## src/hdl/route_pkg.sv

```systemverilog
// Notes on behaviour
// - Reset loads routing bits 0-4 from stored value
// - Run-time write overrides stored routing until reset
// - Routing register sits at offset E2h
// - Peripheral I/O enable clears on reset
// - Bit 7 enables peripheral mode only
// - Main flash: data needs bit 4, fetch bit 2
// - Secondary flash data strobes need bit 3
// - Secondary flash fetch strobes need bit 1
// - SRAM always data; fetch needs bit 0
// - Control block answers data cycles only
// - Secondary flash beats main flash on overlap
// - SRAM, control, peripheral beat any flash
// - Non-flash select ranges never overlap
// - Same-kind flash sector selects never overlap
// - Flash select never exceeds sector size
// - Registers at base plus offset; unused read zero
package route_pkg;

  localparam logic [7:0] ROUTING_OFFSET  = 8'hE2;
  localparam logic [7:0] ROUTING_MASK    = 8'h9F;
  localparam logic [4:0] NV_ROUTING_DFLT = 5'h0C;
  localparam int         BIT_SRAM_FETCH  = 0;
  localparam int         BIT_SEC_FETCH   = 1;
  localparam int         BIT_MAIN_FETCH  = 2;
  localparam int         BIT_SEC_DATA    = 3;
  localparam int         BIT_MAIN_DATA   = 4;
  localparam int         BIT_PERIPH_EN   = 7;
  localparam int         MAIN_SECTORS    = 8;
  localparam int         SEC_SECTORS     = 4;
  localparam int         PERIPH_SELECTS  = 8;

  typedef enum logic [2:0] {
    TGT_NONE   = 3'h0,
    TGT_MAIN   = 3'h1,
    TGT_SEC    = 3'h2,
    TGT_SRAM   = 3'h3,
    TGT_CTRL   = 3'h4,
    TGT_PERIPH = 3'h5
  } target_type;

endpackage

```

## src/hdl/route_if.sv

```systemverilog
`timescale 1ns/1ps
// Core-side bus cycle as seen by the memory decode
interface route_if;
  import route_pkg::*;
  logic                      rd_strobe;
  logic                      wr_strobe;
  logic                      program_fetch_strobe;
  logic [7:0]                addr_low;
  logic [7:0]                wdata;
  logic [MAIN_SECTORS-1:0]   main_flash_sector_select;
  logic [SEC_SECTORS-1:0]    secondary_flash_sector_select;
  logic                      sram_select;
  logic                      ctrl_select;
  logic [PERIPH_SELECTS-1:0] peripheral_select;
  logic [7:0]                rdata;
  logic                      rdata_valid;

  modport device (
    input  rd_strobe, wr_strobe, program_fetch_strobe, addr_low, wdata,
    input  main_flash_sector_select, secondary_flash_sector_select,
    input  sram_select, ctrl_select, peripheral_select,
    output rdata, rdata_valid
  );
  modport core (
    output rd_strobe, wr_strobe, program_fetch_strobe, addr_low, wdata,
    output main_flash_sector_select, secondary_flash_sector_select,
    output sram_select, ctrl_select, peripheral_select,
    input  rdata, rdata_valid
  );
endinterface

```

## src/hdl/memory_space_routing_decode.sv

```systemverilog
// Implementation choice: the strobed register port.
`timescale 1ns/1ps
module memory_space_routing_decode
  import route_pkg::*;
(
  // Clock and reset
  input  wire logic                    mclk,
  input  wire logic                    rst_n,
  // Stored configuration
  input  wire logic [4:0]              nv_routing,
  // Core bus
  route_if.device                      bus,
  // Memory strobes
  output logic                         main_rd,
  output logic                         main_wr,
  output logic                         main_fetch,
  output logic                         sec_rd,
  output logic                         sec_wr,
  output logic                         sec_fetch,
  output logic                         sram_rd,
  output logic                         sram_wr,
  output logic                         sram_fetch,
  output logic                         ctrl_rd,
  output logic                         ctrl_wr,
  output logic                         periph_rd,
  output logic                         periph_wr,
  output logic [2:0]                   target,
  output logic                         peripheral_io_enable
);

  // ****************************************
  // Local state
  // ****************************************
  // Strobes are registered so every output leaves a flip-flop; costs one cycle
  typedef struct packed {
    logic       loaded;
    logic [7:0] routing;
    logic [7:0] rdata;
    logic       rvalid;
    logic       main_rd;
    logic       main_wr;
    logic       main_fetch;
    logic       sec_rd;
    logic       sec_wr;
    logic       sec_fetch;
    logic       sram_rd;
    logic       sram_wr;
    logic       sram_fetch;
    logic       ctrl_rd;
    logic       ctrl_wr;
    logic       periph_rd;
    logic       periph_wr;
    logic [2:0] tgt;
  } state_type;

  state_type  state_r, state_nxt;
  target_type winner;
  logic       data_cyc;
  logic       any_cyc;
  logic       main_hit;
  logic       sec_hit;
  logic       reg_wr_hit;
  logic       reg_rd_hit;
  logic       main_data_en;
  logic       main_fetch_en;
  logic       sec_data_en;
  logic       sec_fetch_en;
  logic       sram_fetch_en;

  always_comb begin
    // ****************************************
    // Decoded hits and routing enables
    // ****************************************
    data_cyc      = bus.rd_strobe | bus.wr_strobe;
    any_cyc       = data_cyc | bus.program_fetch_strobe;
    main_hit      = |bus.main_flash_sector_select;
    sec_hit       = |bus.secondary_flash_sector_select;
    reg_wr_hit    = bus.ctrl_select & bus.wr_strobe & (bus.addr_low == ROUTING_OFFSET);
    reg_rd_hit    = bus.ctrl_select & bus.rd_strobe;
    main_data_en  = state_r.routing[BIT_MAIN_DATA];
    main_fetch_en = state_r.routing[BIT_MAIN_FETCH];
    sec_data_en   = state_r.routing[BIT_SEC_DATA];
    sec_fetch_en  = state_r.routing[BIT_SEC_FETCH];
    sram_fetch_en = state_r.routing[BIT_SRAM_FETCH];
    state_nxt        = state_r;
    state_nxt.rvalid = 1'b0;
    state_nxt.rdata  = 8'h00;

    // ****************************************
    // Routing load after reset
    // ****************************************
    // Input is static; loading it one cycle after release keeps reset a pure constant
    if (!state_r.loaded) begin
      state_nxt.loaded       = 1'b1;
      state_nxt.routing[4:0] = nv_routing;
    end

    // ****************************************
    // Register access
    // ****************************************
    // A write in the loading cycle lands after the load, so the write wins
    if (reg_wr_hit) begin
      state_nxt.routing = bus.wdata & ROUTING_MASK;
      state_nxt.loaded  = 1'b1;
    end
    if (reg_rd_hit) begin
      state_nxt.rvalid = 1'b1;
      if (bus.addr_low == ROUTING_OFFSET) begin
        state_nxt.rdata = state_r.routing & ROUTING_MASK;
      end else begin
        state_nxt.rdata = 8'h00;
      end
    end

    // ****************************************
    // Priority and routing
    // ****************************************
    // Same-level selects must not overlap; the fixed order only avoids contention
    if (!any_cyc) begin
      winner = TGT_NONE;
    end else if (bus.sram_select) begin
      winner = TGT_SRAM;
    end else if (bus.ctrl_select) begin
      winner = TGT_CTRL;
    end else if (|bus.peripheral_select) begin
      winner = TGT_PERIPH;
    end else if (sec_hit) begin
      winner = TGT_SEC;
    end else if (main_hit) begin
      winner = TGT_MAIN;
    end else begin
      winner = TGT_NONE;
    end
    state_nxt.tgt        = winner;
    state_nxt.main_rd    = 1'b0;
    state_nxt.main_wr    = 1'b0;
    state_nxt.main_fetch = 1'b0;
    state_nxt.sec_rd     = 1'b0;
    state_nxt.sec_wr     = 1'b0;
    state_nxt.sec_fetch  = 1'b0;
    state_nxt.sram_rd    = 1'b0;
    state_nxt.sram_wr    = 1'b0;
    state_nxt.sram_fetch = 1'b0;
    state_nxt.ctrl_rd    = 1'b0;
    state_nxt.ctrl_wr    = 1'b0;
    state_nxt.periph_rd  = 1'b0;
    state_nxt.periph_wr  = 1'b0;
    case (winner)
      TGT_MAIN: begin
        state_nxt.main_rd    = bus.rd_strobe & main_data_en;
        state_nxt.main_wr    = bus.wr_strobe & main_data_en;
        state_nxt.main_fetch = bus.program_fetch_strobe & main_fetch_en;
      end
      TGT_SEC: begin
        state_nxt.sec_rd    = bus.rd_strobe & sec_data_en;
        state_nxt.sec_wr    = bus.wr_strobe & sec_data_en;
        state_nxt.sec_fetch = bus.program_fetch_strobe & sec_fetch_en;
      end
      TGT_SRAM: begin
        state_nxt.sram_rd    = bus.rd_strobe;
        state_nxt.sram_wr    = bus.wr_strobe;
        state_nxt.sram_fetch = bus.program_fetch_strobe & sram_fetch_en;
      end
      TGT_CTRL: begin
        state_nxt.ctrl_rd = bus.rd_strobe;
        state_nxt.ctrl_wr = bus.wr_strobe;
      end
      TGT_PERIPH: begin
        state_nxt.periph_rd = bus.rd_strobe;
        state_nxt.periph_wr = bus.wr_strobe;
      end
      default: begin
        state_nxt.tgt = TGT_NONE;
      end
    endcase
  end

  // ****************************************
  // State register
  // ****************************************
  // Reset clears everything, the peripheral enable included
  always_ff @(posedge mclk or negedge rst_n) begin
    if (!rst_n) begin
      state_r <= '0;
    end else begin
      state_r <= state_nxt;
    end
  end

  // ****************************************
  // Outputs
  // ****************************************
  assign main_rd    = state_r.main_rd;
  assign main_wr    = state_r.main_wr;
  assign main_fetch = state_r.main_fetch;
  assign sec_rd     = state_r.sec_rd;
  assign sec_wr     = state_r.sec_wr;
  assign sec_fetch  = state_r.sec_fetch;
  assign sram_rd    = state_r.sram_rd;
  assign sram_wr    = state_r.sram_wr;
  assign sram_fetch = state_r.sram_fetch;
  assign ctrl_rd    = state_r.ctrl_rd;
  assign ctrl_wr    = state_r.ctrl_wr;
  assign periph_rd  = state_r.periph_rd;
  assign periph_wr  = state_r.periph_wr;
  assign target     = state_r.tgt;
  assign peripheral_io_enable = state_r.routing[BIT_PERIPH_EN];
  assign bus.rdata       = state_r.rdata;
  assign bus.rdata_valid = state_r.rvalid;

endmodule // memory_space_routing_decode

```

## src/flat_wrapper.sv

```systemverilog
// flat-port wrapper written by rule: the top's interface ports become plain ports
module memory_space_routing_decode_flat import route_pkg::*;
  (mclk, rst_n, nv_routing, main_rd, main_wr, main_fetch, sec_rd, sec_wr, sec_fetch, sram_rd, sram_wr, sram_fetch, ctrl_rd, ctrl_wr, periph_rd, periph_wr, target, peripheral_io_enable, bus_rd_strobe, bus_wr_strobe, bus_program_fetch_strobe, bus_addr_low, bus_wdata, bus_main_flash_sector_select, bus_secondary_flash_sector_select, bus_sram_select, bus_ctrl_select, bus_peripheral_select, bus_rdata, bus_rdata_valid);
  route_if bus_i ();
  input  wire logic mclk;
  input  wire logic rst_n;
  input  wire logic [4:0] nv_routing;
  output logic main_rd;
  output logic main_wr;
  output logic main_fetch;
  output logic sec_rd;
  output logic sec_wr;
  output logic sec_fetch;
  output logic sram_rd;
  output logic sram_wr;
  output logic sram_fetch;
  output logic ctrl_rd;
  output logic ctrl_wr;
  output logic periph_rd;
  output logic periph_wr;
  output logic [2:0] target;
  output logic peripheral_io_enable;
  input wire logic [$bits(bus_i.rd_strobe)-1:0] bus_rd_strobe;
  input wire logic [$bits(bus_i.wr_strobe)-1:0] bus_wr_strobe;
  input wire logic [$bits(bus_i.program_fetch_strobe)-1:0] bus_program_fetch_strobe;
  input wire logic [$bits(bus_i.addr_low)-1:0] bus_addr_low;
  input wire logic [$bits(bus_i.wdata)-1:0] bus_wdata;
  input wire logic [$bits(bus_i.main_flash_sector_select)-1:0] bus_main_flash_sector_select;
  input wire logic [$bits(bus_i.secondary_flash_sector_select)-1:0] bus_secondary_flash_sector_select;
  input wire logic [$bits(bus_i.sram_select)-1:0] bus_sram_select;
  input wire logic [$bits(bus_i.ctrl_select)-1:0] bus_ctrl_select;
  input wire logic [$bits(bus_i.peripheral_select)-1:0] bus_peripheral_select;
  output wire logic [$bits(bus_i.rdata)-1:0] bus_rdata;
  output wire logic [$bits(bus_i.rdata_valid)-1:0] bus_rdata_valid;
  assign bus_i.rd_strobe = bus_rd_strobe;
  assign bus_i.wr_strobe = bus_wr_strobe;
  assign bus_i.program_fetch_strobe = bus_program_fetch_strobe;
  assign bus_i.addr_low = bus_addr_low;
  assign bus_i.wdata = bus_wdata;
  assign bus_i.main_flash_sector_select = bus_main_flash_sector_select;
  assign bus_i.secondary_flash_sector_select = bus_secondary_flash_sector_select;
  assign bus_i.sram_select = bus_sram_select;
  assign bus_i.ctrl_select = bus_ctrl_select;
  assign bus_i.peripheral_select = bus_peripheral_select;
  assign bus_rdata = bus_i.rdata;
  assign bus_rdata_valid = bus_i.rdata_valid;
  memory_space_routing_decode u_core (.mclk(mclk), .rst_n(rst_n), .nv_routing(nv_routing), .bus(bus_i), .main_rd(main_rd), .main_wr(main_wr), .main_fetch(main_fetch), .sec_rd(sec_rd), .sec_wr(sec_wr), .sec_fetch(sec_fetch), .sram_rd(sram_rd), .sram_wr(sram_wr), .sram_fetch(sram_fetch), .ctrl_rd(ctrl_rd), .ctrl_wr(ctrl_wr), .periph_rd(periph_rd), .periph_wr(periph_wr), .target(target), .peripheral_io_enable(peripheral_io_enable));
endmodule
```

## config.mk

```make
export PLATFORM = sky130hd
export DESIGN_NAME = memory_space_routing_decode_flat
export DESIGN_NICKNAME = d
export VERILOG_FILES = /design/src/hdl/route_pkg.sv /design/src/hdl/route_if.sv /design/src/hdl/memory_space_routing_decode.sv /design/src/flat_wrapper.sv
export SDC_FILE = /design/constraint.sdc
export NUM_CORES = 1
export LEC_CHECK = 0
export ABC_AREA = 1
export BUFFER_PORTS_ARGS = -buffer_cell sky130_fd_sc_hd__buf_2
export CAP_MARGIN = 40
export CORE_UTILIZATION = 40
export DETAILED_ROUTE_END_ITERATION = 7
export PLACE_DENSITY = 0.75
export SETUP_SLACK_MARGIN = 0.4
export SLEW_MARGIN = 20
export SYNTH_ARGS = -nofsm -noshare
export SYNTH_HDL_FRONTEND = slang
export SYNTH_SLANG_ARGS = --single-unit
```

## constraint.sdc

```tcl
create_clock -name mclk -period 0.9 [get_ports mclk]
set_input_delay 0.09 -clock mclk [delete_from_list [all_inputs] [get_ports mclk]]
set_output_delay 0.09 -clock mclk [all_outputs]
set_load 0.02 [all_outputs]
```

; ---- Yosys cells after proc, flatten, opt, wreduce, memory -nomap -nowiden
; Cells that the tools add are included.
[op_classes]
n_mux = 16
n_eq_ne = 7
n_bitwise = 12
n_reduce_logical = 4
[op_table]
columns = cell, count
row1 = $mux W3, 9
row2 = $reduce_or A8 Y1, 2
row3 = $and A1 B1 Y1, 10
row4 = $mux W5, 2
row5 = $mux W9, 1
row6 = $eq A8 B8 Y1 const B, 1
row7 = $mux W8, 1
row8 = $eq A3 B2 Y1 const B, 2
row9 = $eq A3 B3 Y1 const B, 2
row10 = $reduce_or A5 Y1, 1
row11 = $mux W2, 2
row12 = $reduce_or A4 Y1, 1
row13 = $eq A3 B1 Y1 const B, 1
row14 = $ne A2 B2 Y1 const B, 1
row15 = $or A1 B1 Y1, 2
row16 = $mux W1, 1
[word_totals]
out_inout_bits = 26
reg_bits = 32

; ---- Logic depth before layout (Yosys ltp)
; Gate-level depths: netlist (run 1).
[depth]
depth_word = 10
depth_mapped = 8

; ---- Worst setup path before layout (run 1)
; OpenSTA, ideal clock, no wires.
[synth_timing]
path_type = input-to-reg
startpoint = input bus_addr_low[3]
endpoint = register u_core.state_r (netlist bit u_core.main_data_en)
slack_ns = -0.032
arrival_time_ns = 0.808
n_path_buf = 1
cell_stages = 5
t_required_ns = 0.776
path_cell_list = nor4_4 -> nand4_1 -> buf_6 -> nand3b_1 -> nand3_1
[synth_between]
elab_chain_cells = 3
word_cells_on_any_way = 4
[synth_rtl]
columns = element, line
row1 = start: declaration, flat_wrapper.sv:26  ; input wire logic [$bits(bus_i.addr_low)-1:0] bus_addr_low;
row2 = $eq A8 B8 Y1 *, memory_space_routing_decode.sv:78  ; reg_wr_hit = bus.ctrl_select & bus.wr_strobe & (bus.addr_low == ROUTING_OFFSET);
row3 = $and A1 B1 Y1 *, memory_space_routing_decode.sv:78
row4 = $ne A2 B2 Y1 (no line) or $mux W5 (tied branches), --
row5 = end signal: assignment, memory_space_routing_decode.sv:186  ; state_r <= state_nxt;
row6 = end: declaration, memory_space_routing_decode.sv:56  ; state_type state_r, state_nxt;
; Mark *: on every way between the ends. The rest lies on a longest branch, timed or not.
; A chain may end at the register's enable or synchronous reset.

; ---- Worst setup path in the final report (run 1)
[layout_timing]
startpoint = register u_core.state_r (netlist bit u_core.peripheral_io_enable)
endpoint = output peripheral_io_enable
[layout_rtl]
columns = element, line
row1 = end: declaration, flat_wrapper.sv:22  ; output logic peripheral_io_enable;
; No word-level cell between the ends.

==> flow_summary.yaml, run 1 <==
run_status:
  status: "complete, but fails checks"
  violations: "negative hold slack, negative setup slack"
synthesis:
  syn_area_um2: 1390
  synth_flop_cell: "dfrtp_1"
  ys_warn_count: 0
  synthArstFlopShare_pct: 100.0
  netlist_instances: 147
  synth-edff-count: 0
  syn_area_per_cell_um2: 9.456
  ys_seq_area_share_pct: 54.01
  synth-seq-cells: 30
  yosysUniqueCellTypes: 23
route:
  wl_per_cell_um: 12.09
  finalWirelength_mm: 3.373
  vias: 1283
  drt-vias-per-instance: 4.599
  initialDrtViolationCount: 20
  drc: 0
  ant_nets: 0
  drt-pass1-iter-count: 4
setup_path:
  crit_fanout: 2
  crit_arrival_ns: 0.87
  start_kind: "flop"
  critPathSlowestCell: "dfrtp_2"
  cp_top_family: "flip-flops"
  max_stage_delay_ns: 0.42
  endpoint_kind: "output pin"
  crit_chain: "buf_6"
  cp_data_required_time_ns: 0.81
  worstSetupPathType: "reg -> out"
  worst-path-buf-inv: 1
die:
  num_rows: 21
  coreArea_um2: 3337
  ios: 74
  die_width_um: 60.95
  die_area_um2: 3715
  start_util_pct: 41.66
  die_height_um: 60.95
cells_and_area:
  area_delta_synth_final_pct: 72.46
  fill_cells: 246
  diodes: 0
  largest_reg_flops: 6
  drive_above_1_share_pct: 60.94
  fin_cells: 279
  final_nets: 280
placement:
  gp_congestion: 0.7881
  dpl.cell_count: 260
  numPortBuffers: 69
  dp_hpwl_mm: 2.167
worst_hold_path:
  min_path_type: "in -> async"
sta:
  slew_viol_final: 0
  setup_viol: 24
  hold_slack_ns: -0.3770
  fin_crit_ns: 0.9643
  fmax_mhz: 1037
  finalHoldViolCount: 31
  worst_slack_ns: -0.06428
  rsz0062_at_grt: "true"
  fin_skew_ns: 0.008693
  fin_crit_sh_pct: 107.1
global_routing:
  grt_overflow: 0
  grt_pass1_vias: 1169
  grt_max_degree: 20
  antenna_found_initial: 0
  grt_use_total_pct: 19.42
  grt_pass1_wl_mm: 5.126
clock_tree:
  clock_latency_ns: 0.33
  clock_sinks: 30
  clk_pin_slew_ns: 0.10
  clock-root-buffer: "clkbuf_4"
  clk_path_buf_depth: 2
  cts_tree: "done"
  htreeDepth: 2
  numCtsBuffers: 5
power:
  p_total_mw: 3.046
  p_per_area_nw_per_um2: 1271
  p_comb_share_pct: 20.1
  p_seq_share_pct: 47.3
  ir_drop_v: 0.0005774
  p_sw_share_pct: 26.19
  switchingPower_mw: 0.7977
  internal_power_mw: 2.248
  p_leak_nw: 1.182
  power_frac_clock_pct: 32.6
job:
  maxCapViolations: 0
power groups by stage:
stage | sequential [mW] | clock, mW | combinational [mW]
global route | 1.45 | 1.06 | 0.666
CTS | 1.44 | 0.993 | 0.522
floorplan | 1.48 | 0 | 0.205
global placement | 1.46 | 0 | 0.424
detailed placement | 1.46 | 0 | 0.430
finish | 1.44 | 0.994 | 0.612
metrics by stage:
step / util (%) / setup WS, ns / area, um^2 / hold slack [ns] / TNS, ns
after CTS: 66.18 / -0.07501 / 2208 / -0.3756 / -0.9787
after global routing: 71.84 / -0.09159 / 2397 / -0.3754 / -1.532
after detailed placement: 55.31 / -0.2377 / 1846 / -0.009497 / -3.897
after floorplan: - / -0.03212 / 1481 / -0.2056 / -0.2299
final: 71.84 / -0.06428 / 2397 / -0.3770 / -0.7262
after global placement: 55.31 / -0.2026 / 1846 / -0.01258 / -3.329
Yosys cell counts (2+ instances only):
master	number	area [um^2]
dfrtp_1	30	750.7
nand2_2	2	12.51
conb_1	2	7.510
nor2_4	2	22.52
nand4_1	8	50.05
nand2_1	23	86.33
nor2_1	29	108.9
inv_1	8	30.03
nand3_1	13	65.06
nand3b_1	5	37.54
buf_4	12	90.09
buf_6	2	22.52
cell type report:
type,instances,area [um^2],share of cell area (%)
Multi-Input combinational cell,94,675.6,28.18
Tap cell,46,57.56,2.401
Clock buffer,8,78.83,3.288
Inverter,9,33.78,1.409
Sequential cell,30,753.2,31.42
Timing Repair Buffer,92,798.3,33.30
cell families (layout without fill, tap and decap cells):
| group | count (synthesis) | in the layout | synth area share [%] |
|---|---|---|---|
| simple gates | 87 | 87 | 31.68 |
| flops | 30 | 30 | 54.01 |
| buf+inv | 24 | 109 | 10.80 |
| compound gates | 4 | 4 | 2.970 |
| other cells | 2 | 3 | 0.5403 |
placed cells by master, fill, tap and decap left out, drive strengths merged, types with 2 or more instances in the layout:
cell	count
nand3	14
buf	92
clkbuf	8
nand4	8
nor2	32
o21ai	2
dfrtp	30
nand3b	5
nand2	25
conb	3
nor3b	2
inv	8
worst register-to-register path, delay by kind of cell (launching register included):
family / cells / cell delay, ns
buffers and inverters: 1 / 0.13
and+or+nand+nor: 2 / 0.22
DFF: 1 / 0.44
per-layer routing:
metal / global-route usage, % / vias up / wire [um]
li1: - / 631 / -
met1: 22.70 / 593 / 1339
met2: 33.59 / 49 / 1795
met3: 4.051 / 10 / 130
met4: 10.06 / 0 / 107
met5: 0 / - / 0
worst paths after layout:
kind                                        startpoint                           to  slack, ns  depth (start not counted)
setup / recovery           u_core.peripheral_io_enable         peripheral_io_enable      -0.06                          1
hold / removal                                   rst_n           u_core.state_r[33]      -0.38                          1
setup reg to reg                    u_core.state_r[33]           u_core.sec_data_en       0.05                          3
hold reg to reg                   u_core.main_fetch_en          u_core.bus.rdata[2]       0.55                          2
max in group asynchronous                        rst_n          u_core.bus.rdata[1]       0.88                          2
min in group mclk                         bus_wdata[7]  u_core.peripheral_io_enable      -0.01                          3
repair_timing:
item	in CTS	in global routing
gates resized for setup	74	34
hold endpoints to repair	36	31
buffers inserted	4	7
setup endpoints to repair	52	52
pin swaps	22	21
Note: power is estimated with default switching activity, not from simulation.
==> run 2: changes to the inputs <==
--- a/config.mk
+++ b/config.mk
@@ -8,11 +8,14 @@
 export ABC_AREA = 1
 export BUFFER_PORTS_ARGS = -buffer_cell sky130_fd_sc_hd__buf_2
 export CAP_MARGIN = 40
-export CORE_UTILIZATION = 40
+export CELL_PAD_IN_SITES_DETAIL_PLACEMENT = 0
+export CELL_PAD_IN_SITES_GLOBAL_PLACEMENT = 1
+export CORE_UTILIZATION = 28
 export DETAILED_ROUTE_END_ITERATION = 7
-export PLACE_DENSITY = 0.75
+export PLACE_DENSITY_LB_ADDON = 0.1
 export SETUP_SLACK_MARGIN = 0.4
-export SLEW_MARGIN = 20
+export SLEW_MARGIN = 0
 export SYNTH_ARGS = -nofsm -noshare
 export SYNTH_HDL_FRONTEND = slang
 export SYNTH_SLANG_ARGS = --single-unit
+export TNS_END_PERCENT = 1
==> run 2 against run 1 <==
Effect of this change:
- the run ends with negative hold slack left
- total power down 0.23%
- sequential power about the same
- wire length is 5.5% lower
- worst setup slack better by 0.085 ns
- final cell count increased by 5.4%
- clock power grew 9%
- critical path depth unchanged
- critical endpoint is now sec_fetch
==> flow_summary.yaml, run 2 (synthesized netlist as in run 1, its figures left out) <==
cells_and_area:
  diodes: 0
  layout_common_cells: "43 x buf_2, 29 x dfrtp_1, 26 x buf_6"
  drive_above_1_share_pct: 57.71
  area_delta_synth_final_pct: 61.75
  largest_reg_flops: 6
  final_nets: 274
  post-route-util_pct: 47.29
  fin_cells: 294
  final_common_cell: "buf_2"
setup_path:
  critPathSlowestCell: "dfrtp_1"
  crit_fanout: 1
  cp_data_required_time_ns: 0.81
  crit_chain: "buf_6"
  crit_arrival_ns: 0.79
  max_stage_delay_ns: 0.38
  start_kind: "flop"
  worstSetupPathType: "reg -> out"
  endpoint_kind: "output pin"
  cp_top_family: "flip-flops"
  worst-path-buf-inv: 1
sta:
  finalHoldViolCount: 30
  slew_viol_final: 0
  fin_skew_ns: 0.005587
  rsz0062_at_grt: "true"
  setup_viol: 0
  fmax_mhz: 1137
  fin_crit_sh_pct: 97.73
  hold_slack_ns: -0.06819
  fin_crit_ns: 0.8795
route:
  drc: 0
  ant_nets: 0
  vias: 1244
  drt-pass1-iter-count: 4
  initialDrtViolationCount: 39
  finalWirelength_mm: 3.187
  wl_per_cell_um: 10.84
  drt-vias-per-instance: 4.231
clock_tree:
  clk_path_buf_depth: 2
  clock_latency_ns: 0.27
  cts_tree: "done"
  clock_sinks: 30
  numCtsBuffers: 5
  htreeDepth: 2
  holdBufCountCts: 1
  clk_pin_slew_ns: 0.06
  clock-root-buffer: "clkbuf_8"
placement:
  numPortBuffers: 69
  gp_congestion: 0.7515
  dpl.cell_count: 282
  dp_hpwl_mm: 2.446
global_routing:
  antenna_found_initial: 0
  grt_overflow: 0
  grt_use_total_pct: 12.81
  grt_max_degree: 31
  grt_use_met2_pct: 21.18
  grt_pass1_vias: 1238
  met3_usage_pct: 3.889
  top_usage_layer: "met2"
  grtUsageMet1_pct: 15.55
  grt_pass1_wl_mm: 5.188
worst_hold_path:
  min_path_type: "in -> async"
die:
  num_rows: 25
  die_width_um: 72.46
  die_area_um2: 5250
  start_util_pct: 29.24
  coreArea_um2: 4755
  die_height_um: 72.46
  ios: 74
power:
  p_leak_nw: 1.119
  ir_drop_v: 0.0004744
  p_per_area_nw_per_um2: 1352
job:
  maxCapViolations: 0
run_status:
  violations: "negative hold slack"
  status: "complete, but fails checks"
==> run 2: changes by cell type in the layout (fill, tap and decap cells not counted), moves of 2 or more <==
| cell | before | now |
|---|---|---|
| nand2_4 | 5 | 1 |
| buf_6 | 46 | 26 |
| buf_8 | 0 | 2 |
| buf_4 | 8 | 13 |
| nand2_2 | 7 | 11 |
| clkbuf_8 | 3 | 6 |
| nand3_1 | 10 | 12 |
| clkbuf_4 | 5 | 0 |
| buf_2 | 36 | 43 |
==> run 2: worst reg2reg max path: stages, from the launching register on <==
cell and delay (ns):
dfrtp_2 0.46, nand3b_1 0.18, nand3_1 0.08
==> run 2: report_power, final <==
| part | switching, mW | total [mW] | internal [mW] |
|---|---|---|---|
| Combinational | 0.254 | 0.512 | 0.258 |
| Clock | 0.469 | 1.08 | 0.615 |
| Sequential | 0.0399 | 1.44 | 1.40 |
| Total | 0.763 | 3.04 | 2.28 |
==> run 2: worst paths after layout <==
check,start,endpoint,slack (ns),cells after the start
setup / recovery,u_core.sec_fetch,sec_fetch,0.02,1
hold / removal,rst_n,u_core.main_data_en,-0.07,3
setup reg to reg,u_core.state_r[33],u_core.sec_data_en,0.12,2
hold reg to reg,u_core.main_fetch_en,u_core.main_fetch,0.55,2
max in group asynchronous,rst_n,u_core.state_r[33],0.80,3
min in group mclk,nv_routing[2],u_core.main_fetch_en,0.06,3
==> run 2: final cells by class <==
cell class | instances | area, um^2
fillers | 496 | 2506
well taps | 67 | 83.83
multi-input cells | 94 | 619.3
clock buffers | 7 | 86.33
clock inverters | 1 | 5.005
inverters | 9 | 33.78
repair buffers | 86 | 668.1
flip-flops and latches | 30 | 752.0
==> run 2: routing by layer <==
layer / up-vias / routed length (um)
li1: 615 / -
met1: 574 / 1350
met2: 50 / 1549
met3: 5 / 228
met4: 0 / 58
met5: - / 0
==> run 2: per-stage QoR <==
step	setup TNS, ns	hold WS [ns]	cell area, um^2	power, mW	setup WS (ns)
final	0	-0.06819	2248	3.039	0.02047
after floorplan	-0.2687	-0.2056	1394	1.660	-0.03212
after detailed placement	-4.537	0.05315	1817	1.870	-0.2558
after global routing	-0.1456	-0.03320	2248	3.177	-0.04288
after CTS	0	0.05554	1944	2.972	0.01328
after global placement	-3.657	0.04746	1817	1.864	-0.2139
==> run 2: timing repair <==
action	CTS	global route
setup buffers	1	2
resized for setup	6	81
pin swaps	0	32
hold endpoints to repair	30	30
setup endpoints to repair	52	82
==> run 3: changes to the inputs <==
--- a/config.mk
+++ b/config.mk
@@ -6,7 +6,7 @@
 export NUM_CORES = 1
 export LEC_CHECK = 0
 export ABC_AREA = 1
-export BUFFER_PORTS_ARGS = -buffer_cell sky130_fd_sc_hd__buf_2
+export BUFFER_PORTS_ARGS = -buffer_cell sky130_fd_sc_hd__buf_4
 export CAP_MARGIN = 40
 export CELL_PAD_IN_SITES_DETAIL_PLACEMENT = 0
 export CELL_PAD_IN_SITES_GLOBAL_PLACEMENT = 1
==> run 3 against run 2 <==
Effect of this change:
- the flow still finishes with violations (negative hold slack)
- largest power group unchanged
- sequential power is essentially flat
- final cell count shrank 1.0%
- combinational power grew 11%
- fmax shrank 2.1%
- die area is the same
- worst setup slack lost 0.019 ns
- clock skew shrank 0.0025 ns
- count of clock-buffer cells in the layout is the same
- register-to-register slack is essentially flat
==> flow_summary.yaml, run 3 (synthesized netlist as in run 1, its figures left out) <==
run_status:
  status: "complete, but fails checks"
  violations: "negative hold slack"
setup_path:
  max_stage_delay_ns: 0.39
  cp_num_cells: 1
  crit_chain: "buf_6"
  start_kind: "flop"
  critPathSlowestCell: "dfrtp_1"
  cp_top_family: "flip-flops"
  worst-path-buf-inv: 1
  cp_data_required_time_ns: 0.81
  crit_fanout: 2
  crit_arrival_ns: 0.81
  worstSetupPathType: "reg -> out"
  rr_worst_depth: 2
  endpoint_kind: "output pin"
global_routing:
  grt_pass1_wl_mm: 5.540
  grt_pass1_vias: 1351
  grt_use_total_pct: 13.82
  grt_max_degree: 31
  antenna_found_initial: 0
  grt_overflow: 0
placement:
  dp_hpwl_mm: 2.535
  place_area_um2: 1989
  gp_congestion: 0.7545
  place_ws_ns: -0.2822
  numPortBuffers: 69
route:
  initialDrtViolationCount: 42
  drt-vias-per-instance: 4.316
  finalWirelength_mm: 3.353
  ant_nets: 0
  wl_per_cell_um: 11.52
  vias: 1256
  drc: 0
  drt-pass1-iter-count: 4
cells_and_area:
  largest_reg_flops: 6
  diodes: 0
  fill_cells: 478
  final_nets: 271
  post-route-util_pct: 50.39
  layout_common_cells: "45 x buf_4, 36 x buf_6, 29 x dfrtp_1"
  drive_above_1_share_pct: 58.04
  area_delta_synth_final_pct: 72.37
  final_area_um2: 2396
  final_common_cell: "buf_4"
power:
  p_leak_nw: 1.159
  p_per_area_nw_per_um2: 1299
  ir_drop_v: 0.0004612
die:
  coreArea_um2: 4755
  die_area_um2: 5250
  die_height_um: 72.46
  die_width_um: 72.46
  start_util_pct: 29.24
  num_rows: 25
  ios: 74
sta:
  finalHoldViolCount: 30
  fin_crit_sh_pct: 99.86
  fmax_mhz: 1113
  worst_slack_ns: 0.001292
  setup_viol: 0
  rsz0062_at_grt: "true"
  fin_crit_ns: 0.8987
  fin_skew_ns: 0.003042
  hold_slack_ns: -0.2753
  slew_viol_final: 0
clock_tree:
  clk_path_buf_depth: 2
  clk_pin_slew_ns: 0.06
  clock-root-buffer: "clkbuf_8"
  clock_latency_ns: 0.28
  htreeDepth: 2
  cts_tree: "done"
  numCtsBuffers: 5
  clock_sinks: 30
job:
  maxCapViolations: 0
worst_hold_path:
  min_path_type: "in -> async"
## run 3: changes by cell type in the layout (fill, tap and decap cells not counted), moves of 2 or more
cell / delta
buf_4: +32
nor2_2: -3
buf_2: -43
buf_6: +10
nand3_1: -2
nor2_4: +2
nand3_2: +2
nand2_4: +2
## run 3: what timing repair did
action / in CTS / in global routing
setup buffers: 1 / 0
setup endpoints to repair: 52 / 52
gates resized for setup: 61 / 21
pin swaps: 32 / 21
hold endpoints to repair: 30 / 30
## run 3: final cells by class
type	count	area (um^2)	share of cell area, %
Clock inverter	1	5.005	0.2089
Sequential cell	30	752.0	31.38
Clock buffer	7	86.33	3.603
Timing Repair Buffer	83	778.2	32.48
Inverter	9	33.78	1.410
Tap cell	67	83.83	3.499
Multi-Input combinational cell	94	656.9	27.42
## run 3: worst reg2reg max path, stage by stage (launching register included)
cell,delay (ns)
dfrtp_2,0.47
nand3b_1,0.18
nand3_1,0.09
## run 3: layer usage
metal	global-route usage, %	vias to the layer above	share of wire (%)
met5	0	-	0
met1	15.72	591	41
met3	3.472	7	6.1
met2	24.09	49	51
met4	6.754	0	2.1
li1	-	609	-
## run 3: path summary, 6_finish.rpt
check | startpoint | end | slack (ns)
worst max-delay path | u_core.peripheral_io_enable | peripheral_io_enable | 0.001
max in group asynchronous | rst_n | u_core.state_r[33] | 0.89
worst min-delay path | rst_n | u_core.bus.rdata[7] | -0.28
worst min register to register | u_core.main_fetch_en | u_core.main_fetch | 0.55
min in group mclk | nv_routing[3] | u_core.sec_data_en | 0.05
worst max register to register | u_core.state_r[33] | u_core.sec_fetch_en | 0.11
## run 3: metrics by stage
stage | cells | hold WS, ns | power [mW] | setup TNS (ns)
finish | 291 | -0.2753 | 3.113 | 0
global route | 291 | -0.2508 | 3.241 | -0.2211
CTS | 291 | -0.2588 | 3.112 | -0.002662
detailed placement | 282 | 0.04034 | 1.943 | -4.685
global placement | 282 | 0.02509 | 1.934 | -4.068
floorplan | 148 | -0.2056 | 1.660 | -0.2687
## run 3: power breakdown
group / internal [mW] / switching (mW) / total (mW)
Sequential: 1.40 / 0.0428 / 1.45
Combinational: 0.308 / 0.262 / 0.570
Clock: 0.615 / 0.481 / 1.10
